$ cat src/core/rwi_pkg.sv
package rwi_pkg;

  // ----------------------------------------------------------------
  // Bus geometry and register addresses
  // ----------------------------------------------------------------
  localparam int ADDR_W = 19;
  localparam int DATA_W = 8;
  localparam logic [18:0] ADDR_IRQ_CTRL = 19'h7FFF6;
  localparam logic [18:0] ADDR_WDOG_CTRL = 19'h7FFF7;
  localparam logic [18:0] ADDR_OSC_CAL = 19'h7FFF8;

  // ----------------------------------------------------------------
  // Field positions
  // ----------------------------------------------------------------
  localparam int CAL_OSC_STOP_BIT = 7;
  localparam int CAL_FIELD_W = 6;
  localparam int WD_KICK_BIT = 7;
  localparam int WD_PERMIT_BIT = 6;
  localparam int WD_TIMEOUT_W = 6;
  localparam int IRQ_WIE_BIT = 7;
  localparam int IRQ_AIE_BIT = 6;
  localparam int IRQ_PFE_BIT = 5;
  localparam int IRQ_HL_BIT = 3;
  localparam int IRQ_PL_BIT = 2;
  localparam logic [7:0] IRQ_RSVD_MASK = 8'h13;
  localparam logic [7:0] IRQ_WRITE_MASK = 8'hEC;
  localparam int FLAG_WDOG = 0;
  localparam int FLAG_ALARM = 1;
  localparam int FLAG_PFAIL = 2;

  // ----------------------------------------------------------------
  // Values after reset
  // ----------------------------------------------------------------
  localparam logic [7:0] CAL_RESET = 8'h00;
  localparam logic [7:0] IRQ_RESET = 8'h00;
  localparam logic [5:0] WD_TIMEOUT_RESET = 6'h00;
  localparam logic WD_PERMIT_RESET = 1'b0;

  // ----------------------------------------------------------------
  // Timing: one watchdog tick is 31.25 ms of the 32 Hz count
  // ----------------------------------------------------------------
  localparam int CLK_PERIOD_NS = 5;
  localparam int TICK_PERIOD_NS = 31_250_000;
  localparam int TICK_CYCLES = TICK_PERIOD_NS / CLK_PERIOD_NS;
  localparam int TICK_CNT_W = 23;

endpackage

$ cat src/core/rwi_sync.sv
`timescale 1ns/100ps
`default_nettype none

module rwi_sync #(
  parameter int WIDTH = 1
) (
  input wire logic core_clk_in,
  input wire logic rst_in,
  input wire logic clk_en_in,
  input wire logic [WIDTH-1:0] async_in,
  output logic [WIDTH-1:0] sync_out
);

  logic [WIDTH-1:0] stage1;
  logic [WIDTH-1:0] stage2;
  logic [WIDTH-1:0] next_stage1;
  logic [WIDTH-1:0] next_stage2;

  // First stage feeds only the second stage
  always_comb begin
    next_stage1 = clk_en_in ? async_in : stage1;
    next_stage2 = clk_en_in ? stage1 : stage2;
  end

  always_ff @(posedge core_clk_in) begin
    if (rst_in) begin
      stage1 <= '0;
      stage2 <= '0;
    end else begin
      stage1 <= next_stage1;
      stage2 <= next_stage2;
    end
  end

  assign sync_out = stage2;

endmodule

`default_nettype wire

$ cat src/core/rwi_ctrl.sv
`timescale 1ns/100ps
`default_nettype none

// Notes on behaviour
// - A watchdog timeout always sets the watchdog flag and drives the interrupt only while its enable is 1.
// - An alarm match always sets the alarm flag and drives the interrupt only while its enable is 1.
// - A power-fail trip always sets the power-fail flag and drives the interrupt only while its enable is 1.
// - Bits D4, D1 and D0 of the interrupt control register do nothing, read zero, and the host writes zero.
// - The watchdog timeout is the timeout field times 31.25 ms ticks of the 32 Hz count.
// - With the polarity bit at 1 the interrupt pin is driven high when active, else it is an open-drain low.
module rwi_ctrl
  import rwi_pkg::*;
(
  input wire logic core_clk_in,
  input wire logic rst_in,
  input wire logic clk_en_in,
  input wire logic [ADDR_W-1:0] addr_in,
  input wire logic [DATA_W-1:0] dq_in,
  output logic [DATA_W-1:0] dq_out,
  output logic dq_oe_n_out,
  input wire logic chip_en_n_in,
  input wire logic write_en_n_in,
  input wire logic output_en_n_in,
  input wire logic alarm_match_in,
  input wire logic power_fail_in,
  input wire logic [2:0] flag_clear_in,
  output logic watchdog_flag_out,
  output logic alarm_flag_out,
  output logic power_fail_flag_out,
  output logic irq_out,
  output logic irq_oe_n_out,
  output logic oscillator_stop_bit_out,
  output logic [CAL_FIELD_W-1:0] calibration_out
);

  function automatic logic addr_hit(input logic [ADDR_W-1:0] a, input logic [ADDR_W-1:0] target);
    addr_hit = (a == target);
  endfunction

  // ----------------------------------------------------------------
  // Pin synchronisation
  // ----------------------------------------------------------------
  localparam int PIN_W = ADDR_W + DATA_W + 4;
  logic [PIN_W-1:0] pins_sync;
  logic [ADDR_W-1:0] addr_s;
  logic [DATA_W-1:0] data_s;
  logic ce_s;
  logic we_s;
  logic oe_s;
  logic ce_n_s;
  logic we_n_s;
  logic oe_n_s;
  logic pfail_s;

  // Strobes pass the flops inverted so the cleared stages read as idle, with no false edge after reset
  rwi_sync #(.WIDTH(PIN_W)) u_pin_sync (
    .core_clk_in(core_clk_in),
    .rst_in(rst_in),
    .clk_en_in(clk_en_in),
    .async_in({addr_in, dq_in, !chip_en_n_in, !write_en_n_in, !output_en_n_in, power_fail_in}),
    .sync_out(pins_sync)
  );

  assign {addr_s, data_s, ce_s, we_s, oe_s, pfail_s} = pins_sync;
  assign ce_n_s = !ce_s;
  assign we_n_s = !we_s;
  assign oe_n_s = !oe_s;

  // ----------------------------------------------------------------
  // Register file
  // ----------------------------------------------------------------
  logic we_n_prev;
  logic pfail_prev;
  logic [7:0] osc_cal;
  logic [7:0] irq_ctrl;
  logic [WD_TIMEOUT_W-1:0] wd_timeout_field;
  logic wd_permit;
  logic [DATA_W-1:0] next_dq;
  logic next_dq_oe_n;
  logic [7:0] next_osc_cal;
  logic [7:0] next_irq_ctrl;
  logic [WD_TIMEOUT_W-1:0] next_wd_timeout_field;
  logic next_wd_permit;
  logic wr_strobe;
  logic wr_wdog;
  logic wd_kick;
  logic rd_active;

  // A write is taken on the release of the write strobe, when address and data are settled
  assign wr_strobe = clk_en_in && we_n_s && !we_n_prev && !ce_n_s;
  assign wr_wdog = wr_strobe && addr_hit(addr_s, ADDR_WDOG_CTRL);
  assign wd_kick = wr_wdog && data_s[WD_KICK_BIT];
  assign rd_active = !ce_n_s && !oe_n_s && we_n_s;

  always_comb begin
    next_osc_cal = osc_cal;
    next_irq_ctrl = irq_ctrl;
    next_wd_timeout_field = wd_timeout_field;
    next_wd_permit = wd_permit;
    next_dq = 8'h00;
    next_dq_oe_n = 1'b1;
    if (wr_strobe && addr_hit(addr_s, ADDR_OSC_CAL)) begin
      next_osc_cal = data_s & 8'hBF;
    end
    if (wr_strobe && addr_hit(addr_s, ADDR_IRQ_CTRL)) begin
      next_irq_ctrl = data_s & IRQ_WRITE_MASK;
    end
    if (wr_wdog) begin
      next_wd_permit = data_s[WD_PERMIT_BIT];
      // Timeout field only moves when the permit bit was clear beforehand
      if (!wd_permit) begin
        next_wd_timeout_field = data_s[WD_TIMEOUT_W-1:0];
      end
    end
    if (rd_active) begin
      next_dq_oe_n = 1'b0;
      if (addr_hit(addr_s, ADDR_OSC_CAL)) begin
        next_dq = osc_cal;
      end else if (addr_hit(addr_s, ADDR_WDOG_CTRL)) begin
        next_dq = {1'b0, wd_permit, wd_timeout_field};
      end else if (addr_hit(addr_s, ADDR_IRQ_CTRL)) begin
        next_dq = irq_ctrl & ~IRQ_RSVD_MASK;
      end else begin
        next_dq_oe_n = 1'b1;
      end
    end
  end

  always_ff @(posedge core_clk_in) begin
    if (rst_in) begin
      we_n_prev <= 1'b1;
      pfail_prev <= 1'b0;
      osc_cal <= CAL_RESET;
      irq_ctrl <= IRQ_RESET;
      wd_timeout_field <= WD_TIMEOUT_RESET;
      wd_permit <= WD_PERMIT_RESET;
      dq_out <= 8'h00;
      dq_oe_n_out <= 1'b1;
    end else if (clk_en_in) begin
      we_n_prev <= we_n_s;
      pfail_prev <= pfail_s;
      osc_cal <= next_osc_cal;
      irq_ctrl <= next_irq_ctrl;
      wd_timeout_field <= next_wd_timeout_field;
      wd_permit <= next_wd_permit;
      dq_out <= next_dq;
      dq_oe_n_out <= next_dq_oe_n;
    end
  end

  assign oscillator_stop_bit_out = osc_cal[CAL_OSC_STOP_BIT];
  assign calibration_out = osc_cal[CAL_FIELD_W-1:0];

  // ----------------------------------------------------------------
  // Watchdog time base and counter
  // ----------------------------------------------------------------
  logic [TICK_CNT_W-1:0] tick_cnt;
  logic [WD_TIMEOUT_W-1:0] wd_cnt;
  logic [TICK_CNT_W-1:0] next_tick_cnt;
  logic [WD_TIMEOUT_W-1:0] next_wd_cnt;
  logic osc_run;
  logic tick;
  logic wd_expire;

  // The time base stands still while the oscillator is stopped, so the watchdog does too
  assign osc_run = clk_en_in && !osc_cal[CAL_OSC_STOP_BIT];
  assign tick = osc_run && (tick_cnt == TICK_CNT_W'(TICK_CYCLES - 1));
  // A zero timeout field disables the watchdog
  assign wd_expire = tick && (wd_timeout_field != 6'h00) &&
                     (wd_cnt == 6'(wd_timeout_field - 6'h01));

  always_comb begin
    next_tick_cnt = tick_cnt;
    next_wd_cnt = wd_cnt;
    if (osc_run) begin
      next_tick_cnt = tick ? '0 : TICK_CNT_W'(tick_cnt + 1'b1);
    end
    // Restarting the time base with the count makes the span exactly field times one tick
    if (wr_wdog) begin
      next_tick_cnt = '0;
    end
    if (wd_kick || wr_wdog || wd_expire || (wd_timeout_field == 6'h00)) begin
      next_wd_cnt = 6'h00;
    end else if (tick) begin
      next_wd_cnt = 6'(wd_cnt + 6'h01);
    end
  end

  always_ff @(posedge core_clk_in) begin
    if (rst_in) begin
      tick_cnt <= '0;
      wd_cnt <= 6'h00;
    end else if (clk_en_in) begin
      tick_cnt <= next_tick_cnt;
      wd_cnt <= next_wd_cnt;
    end
  end

  // ----------------------------------------------------------------
  // Event flags and interrupt pin
  // ----------------------------------------------------------------
  logic [2:0] flags;
  logic [2:0] next_flags;
  logic [2:0] flag_set;
  logic [2:0] irq_enables;
  logic irq_level;

  assign flag_set[FLAG_WDOG] = wd_expire;
  assign flag_set[FLAG_ALARM] = clk_en_in && alarm_match_in;
  assign flag_set[FLAG_PFAIL] = clk_en_in && pfail_s && !pfail_prev;
  assign irq_enables = {irq_ctrl[IRQ_PFE_BIT], irq_ctrl[IRQ_AIE_BIT], irq_ctrl[IRQ_WIE_BIT]};

  // A set in the same cycle as a clear wins, so no event is lost
  always_comb begin
    next_flags = (flags & ~flag_clear_in) | flag_set;
  end

  always_ff @(posedge core_clk_in) begin
    if (rst_in) begin
      flags <= 3'h0;
    end else if (clk_en_in) begin
      flags <= next_flags;
    end
  end

  assign irq_level = |(flags & irq_enables);
  assign watchdog_flag_out = flags[FLAG_WDOG];
  assign alarm_flag_out = flags[FLAG_ALARM];
  assign power_fail_flag_out = flags[FLAG_PFAIL];
  // Active-high mode drives both levels; open-drain mode only ever pulls low
  assign irq_out = irq_ctrl[IRQ_HL_BIT] ? irq_level : 1'b0;
  assign irq_oe_n_out = irq_ctrl[IRQ_HL_BIT] ? 1'b0 : !irq_level;
endmodule

`default_nettype wire

$ cat config.mk
export PLATFORM = sky130hd
export DESIGN_NAME = rwi_ctrl
export DESIGN_NICKNAME = d
export VERILOG_FILES = /design/src/core/rwi_pkg.sv /design/src/core/rwi_sync.sv /design/src/core/rwi_ctrl.sv
export SDC_FILE = /design/constraint.sdc
export NUM_CORES = 1
export LEC_CHECK = 0
export BUFFER_PORTS_ARGS = -buffer_cell sky130_fd_sc_hd__buf_4
export CAP_MARGIN = 25
export CORE_UTILIZATION = 49
export DETAILED_ROUTE_END_ITERATION = 10
export PLACE_DENSITY_LB_ADDON = 0.05
export SLEW_MARGIN = 20
export SYNTH_ARGS = -nofsm -noshare
export SYNTH_HDL_FRONTEND = slang
export SYNTH_SLANG_ARGS = --single-unit
$ cat constraint.sdc
create_clock -name core_clk_in -period 2.6 [get_ports core_clk_in]
set_input_delay 0 -clock core_clk_in [delete_from_list [all_inputs] [get_ports core_clk_in]]
set_output_delay 0 -clock core_clk_in [all_outputs]
set_load 0.01 [all_outputs]
==> metrics, run 1 <==
Setup CP Type=reg2reg; Startpoint Class=flop; Final Cell Area=0.00697 mm2; residual DRC count=0; Ys Warns=0; Starting Density=0.506; IO buf count=58; HPWL Detailed=7760 um; Clock power frac=0.496; Iter 0 DRT Violations=185; register area=0.00248 mm2; status=finished, final reports clean; root buffer cell=clkbuf_8; CTS max path bufs=2; clk slew on worst S/H paths=0.06 ns; ys async rst share=0; Avg WL per Cell=14.6 um; most frequent cell after synthesis=dfxtp_1; clk_skew=0.0123 ns; ranking of synthesized cells by area=dfxtp_1 47%, mux2i_1 16%, nor2_1 8.5%; WP data arrival=2.94 ns; CTS sink cnt=124; vias in the first global route=4350; most common library cells after synthesis=124 x dfxtp_1, 119 x nor2_1, 84 x mux2i_1, 25 x xnor2_1, 24 x nand2_1; Layout area overhead=32.7%; std cell rows=37; VDD IR max=603 uV; Overall Global Routing Usage=0.236; Max-slew headroom=0.321; largest net degree at the start of global routing=69; vias=4303; sequential power share=0.441; Avg Inst Size Synth=9.28 um2; fraction of layout cells with a size suffix above 1=0.165; Final ANT Viol Nets=0; Max Freq=403 MHz; #FFs+latches synth=124; n_diodes=0; die area=0.0111 mm2; sequential share of the synthesized area=0.473; die width=106 um; PwrDens=647 mW/mm2; post-CTS repair timing setup buffer count=0; global-route wire length before repair=20500 um; Psw=992 uW; total of max-cap violations=0; leakage=0.00286 uW; Vias per Instance=5.19; Crit. End Element=flop; Slew Viols, Final=0; initial antenna violation count=0; pre-CTS setup slack=0.115 ns; Fin. Hold Viols=0; Yosys cell types=48; GPL Wtd Cong=0.825; period utilization=0.953; RSZ-0062 raised after global routing=no; Synth area leader=dfxtp_1; Pre-Repair DR Iteration Count=5; Setup TNS=0 ns; Placeable Area=0.0104 mm2; gr ovfl total=0; Critical Path RT=3.06 ns; Mapped Nets=608; Synth Flop Type=dfxtp_1; fill cell count=870; sw frac=0.220; Util after Layout=0.672; Clk Latency, worst-skew pair=0.53 ns; Setup WS post-layout=0.121 ns; total wire length=12100 um; CTS HTree Levels=4; CTS tree=yes; gate count after technology mapping=566; Final nets=723; die span in y=106 um; fin crit period=2.48 ns; dpl cell area=0.00585 mm2; final setup vio count=0; peak fanout along the critical path=4; EDFF count, synth=0; Fin Hold WS=0.0411 ns; multi-input logic area=0.00263 mm2; class of the worst hold path=in2reg; Cell Int Power=3520 uW; # IOs=59; Gate power share=0.063; mapped cell area=0.00525 mm2; share of the synthesized area in the top cell type=0.473; Worst Tran Pin Value=1.02 ns; number of buffers created by CTS=17
## layer usage
| layer | wire length, um | track usage | up-vias |
|---|---|---|---|
| li1 | - | - | 2196 |
| met1 | 5540 | 0.286 | 2019 |
| met2 | 5810 | 0.396 | 78 |
| met4 | 143 | 0.0843 | 0 |
| met5 | 0 | 0 | - |
| met3 | 574 | 0.0693 | 10 |
## registers in the layout, indices dropped and copies added (netlist names)
signal	cells
wd_permit	1
dq_out	8
tick_cnt	23
we_n_prev	1
u_pin_sync.stage1	31
irq_ctrl	5
dq_oe_n_out	1
osc_cal	7
flags	3
pfail_prev	1
u_pin_sync.sync_out	31
wd_timeout_field	6
wd_cnt	6
## per-stage QoR
step	std cells	total power, uW
after floorplan	566	2160
after global placement	743	2240
after detailed placement	743	2240
after CTS	829	4560
after global routing	829	4700
final	829	4510
## worst max-delay path: stages, from the launching register on
cell and delay (ns):
dfxtp_1 0.34, or4_1 0.54, or4_4 0.52, nor4_4 0.30, nand4_1 0.16, or4_1 0.43, a21oi_1 0.14
## path summary, 6_finish.rpt
path / start / endpoint / slack [ns] / cells past startpoint
max reg2reg: tick_cnt[5] / wd_cnt[4] / 0.12 / 6
min: clk_en_in / u_pin_sync.stage1[3] / 0.04 / 3
min reg2reg: u_pin_sync.stage1[2] / u_pin_sync.stage1[2] / 0.48 / 2
max: tick_cnt[5] / wd_cnt[4] / 0.12 / 6
## cell families (layout without fill, tap and decap cells)
family / count (synthesis) / in the layout / share of synthesized area
AND/OR/NAND/NOR: 241 / 241 / 0.226
flip-flops: 124 / 124 / 0.473
multiplexers: 87 / 87 / 0.167
AO/OA/AOI/OAI: 44 / 44 / 0.0512
buffers and inverters: 39 / 166 / 0.0284
XOR/XNOR: 27 / 27 / 0.0450
adder cells (fa/ha/maj): 4 / 4 / 0.00953
## repair_timing
action / CTS / global route
endpoints found under the hold margin: 68 / 0
setup endpoints to repair: 0 / 27
hold buffers: 55 / 0
resized for setup: 0 / 2
## cell usage in the layout (no fill, tap or decap), types with 2 or more instances in the layout
| cell | synthesis | routed |
|---|---|---|
| dfxtp_1 | 124 | 124 |
| nor2_1 | 119 | 119 |
| mux2i_1 | 84 | 84 |
| buf_4 | 0 | 73 |
| dlygate4sd3_1 | 0 | 55 |
| xnor2_1 | 25 | 25 |
| nand2_1 | 24 | 23 |
| nand3_1 | 16 | 16 |
| a21oi_1 | 16 | 16 |
| clkbuf_16 | 0 | 16 |
| nor2b_1 | 14 | 14 |
| nand4_1 | 12 | 12 |
| o21ai_0 | 12 | 12 |
| nor3_1 | 11 | 11 |
| nor4_1 | 11 | 11 |
| inv_1 | 7 | 7 |
| nor4b_1 | 4 | 4 |
| o31ai_1 | 4 | 4 |
| nand2b_1 | 4 | 4 |
| ha_1 | 4 | 4 |
| clkinv_2 | 0 | 4 |
| a211oi_1 | 3 | 3 |
| mux2_2 | 3 | 3 |
| and3_1 | 3 | 3 |
| or3_1 | 3 | 3 |
| a22oi_1 | 3 | 3 |
| clkbuf_8 | 0 | 3 |
| clkinvlp_4 | 0 | 3 |
| and3b_1 | 2 | 2 |
| xor2_1 | 2 | 2 |
| or4_1 | 2 | 2 |
| o2111ai_1 | 2 | 2 |
| nand3b_1 | 2 | 2 |
| bufinv_16 | 0 | 2 |
| clkinv_4 | 0 | 2 |
## power by group through the flow
stage                     sequential [uW]  clock, uW  combinational [uW]
after global routing                 1990       2390                 312
after CTS                            1990       2290                 282
after global placement               2030          0                 208
after detailed placement             2030          0                 214
after floorplan                      2020          0                 145
final                                1990       2230                 285
## cell type report
cell class / count / share of cell area
clock inverters: 11 / 0.0172
inverters: 7 / 0.00377
multi-input cells: 403 / 0.377
repair buffers: 128 / 0.158
clock buffers: 20 / 0.0639
well taps: 136 / 0.0244
flip-flops and latches: 124 / 0.356
Power figures use the tool's default switching activity.
==> run 2: changes to the inputs <==
- RECOVER_POWER: unset -> 50
==> metrics, run 2 (synthesized netlist as in run 1, its figures left out) <==
Max-slew headroom=0.169 (was 0.321); Clk Latency, worst-skew pair=0.53 ns (about the same); std cell rows=37 (unchanged); # IOs=59 (unchanged); WP data arrival=2.94 ns (about the same); Final ANT Viol Nets=0 (unchanged); Avg WL per Cell=14.6 um (about the same); clk slew on worst S/H paths=0.06 ns (about the same); die area=0.0111 mm2 (unchanged); IO buf count=58 (unchanged); Starting Density=0.506 (unchanged); gr ovfl total=0 (unchanged); vias in the first global route=4350 (unchanged); CTS max path bufs=2 (unchanged); largest net degree at the start of global routing=69 (unchanged); Setup TNS=0 ns (unchanged); fraction of layout cells with a size suffix above 1=0.130 (was 0.165); period utilization=0.953 (about the same); PwrDens=656 mW/mm2 (was 647 mW/mm2); Critical Path RT=3.06 ns (about the same); Layout area overhead=30.9% (was 32.7%); Crit. End Element=flop (unchanged); CTS tree=yes (unchanged); vias=4310 (was 4303); status=finished, final reports clean (unchanged); Slew Viols, Final=0 (unchanged); Pre-Repair DR Iteration Count=4 (was 5); commonest cells after routing, fill and taps aside=124 x dfxtp_1, 119 x nor2_1, 84 x mux2i_1 (unchanged); total of max-cap violations=0 (unchanged); RSZ-0062 raised after global routing=no (unchanged); final setup vio count=0 (unchanged); multi-input logic area=0.00262 mm2 (was 0.00263 mm2); total wire length=12100 um (about the same); Overall Global Routing Usage=0.236 (unchanged); Final nets=723 (unchanged); clk_skew=0.0131 ns (was 0.0123 ns); global-route wire length before repair=20500 um (unchanged); root buffer cell=clkbuf_8 (unchanged); residual DRC count=0 (unchanged); Fin. Hold Viols=0 (unchanged); fill cell count=895 (was 870); Startpoint Class=flop (unchanged); Vias per Instance=5.20 (was 5.19); initial antenna violation count=0 (unchanged); Util after Layout=0.663 (was 0.672); leakage=0.00276 uW (was 0.00286 uW); GPL Wtd Cong=0.825 (unchanged); peak fanout along the critical path=4 (unchanged); Worst Tran Pin Value=1.25 ns (was 1.02 ns); Iter 0 DRT Violations=190 (was 185); VDD IR max=603 uV (about the same); most common cell after layout, fill and taps aside=dfxtp_1 (unchanged); HPWL Detailed=7760 um (unchanged); die width=106 um (unchanged); fin crit period=2.48 ns (about the same); Max Freq=403 MHz (about the same); Setup CP Type=reg2reg (unchanged); post-CTS repair timing setup buffer count=0 (unchanged); CTS HTree Levels=4 (unchanged); die span in y=106 um (unchanged); Placeable Area=0.0104 mm2 (unchanged); CTS sink cnt=124 (unchanged); class of the worst hold path=in2reg (unchanged); register area=0.00248 mm2 (unchanged); n_diodes=0 (unchanged); number of buffers created by CTS=17 (unchanged)
run 2: metal layers:
layer,global-route usage,wire length (um),vias to the layer above,share of wire
met5,0,0,-,0
met3,0.0693,467,10,0.039
li1,-,-,2196,-
met2,0.396,5830,75,0.48
met4,0.0843,148,0,0.012
met1,0.286,5650,2029,0.47
run 2: path summary, 6_finish.rpt:
| kind | slack [ns] | from | to | cells past startpoint |
|---|---|---|---|---|
| min reg2reg | 0.48 | u_pin_sync.stage1[2] | u_pin_sync.stage1[2] | 2 |
| min | 0.04 | clk_en_in | u_pin_sync.stage1[3] | 4 |
| max reg2reg | 0.12 | tick_cnt[5] | wd_cnt[4] | 6 |
| max | 0.12 | tick_cnt[5] | wd_cnt[4] | 6 |
run 2: repair_timing:
item | in CTS | in global routing
hold endpoints to repair | 68 | 0
resized for setup | 0 | 2
hold buffers | 55 | 0
endpoints found under the setup margin | 0 | 27
run 2: metrics by stage:
step / worst slack [ns] / instances / total power (uW) / cell area [um2] / hold WS (ns)
6_report: 0.122 / 829 / 4510 / 6870 / 0.0426
5_1_grt: 0.0162 / 829 / 4690 / 6870 / 0.0529
4_1_cts: 0.0902 / 829 / 4560 / 6960 / 0.0131
3_5_place_dp: 0.115 / 743 / 2240 / 5850 / 0.187
3_3_place_gp: 0.178 / 743 / 2240 / 5850 / 0.184
2_1_floorplan: 0.197 / 566 / 2160 / 5250 / 0.0990
run 2: critical path, cell delays in order, from the launching register on:
cell	delay [ns]
dfxtp_1	0.34
or4_1	0.54
or4_4	0.52
nor4_4	0.30
nand4_1	0.16
or4_1	0.43
a21oi_1	0.14
run 2: layout make-up:
cell class,instances,area share
Clock buffer,20,0.0648
Clock inverter,11,0.0175
Inverter,7,0.00382
Multi-Input combinational cell,403,0.381
Sequential cell,124,0.361
Tap cell,136,0.0248
Timing Repair Buffer,128,0.147
run 2: power by group:
group          switching, uW  internal, uW  total (uW)  leakage (uW)
logic                    124           158         282       0.00148
clock network            833          1400        2230      0.000273
registers               35.9          1950        1990       0.00101
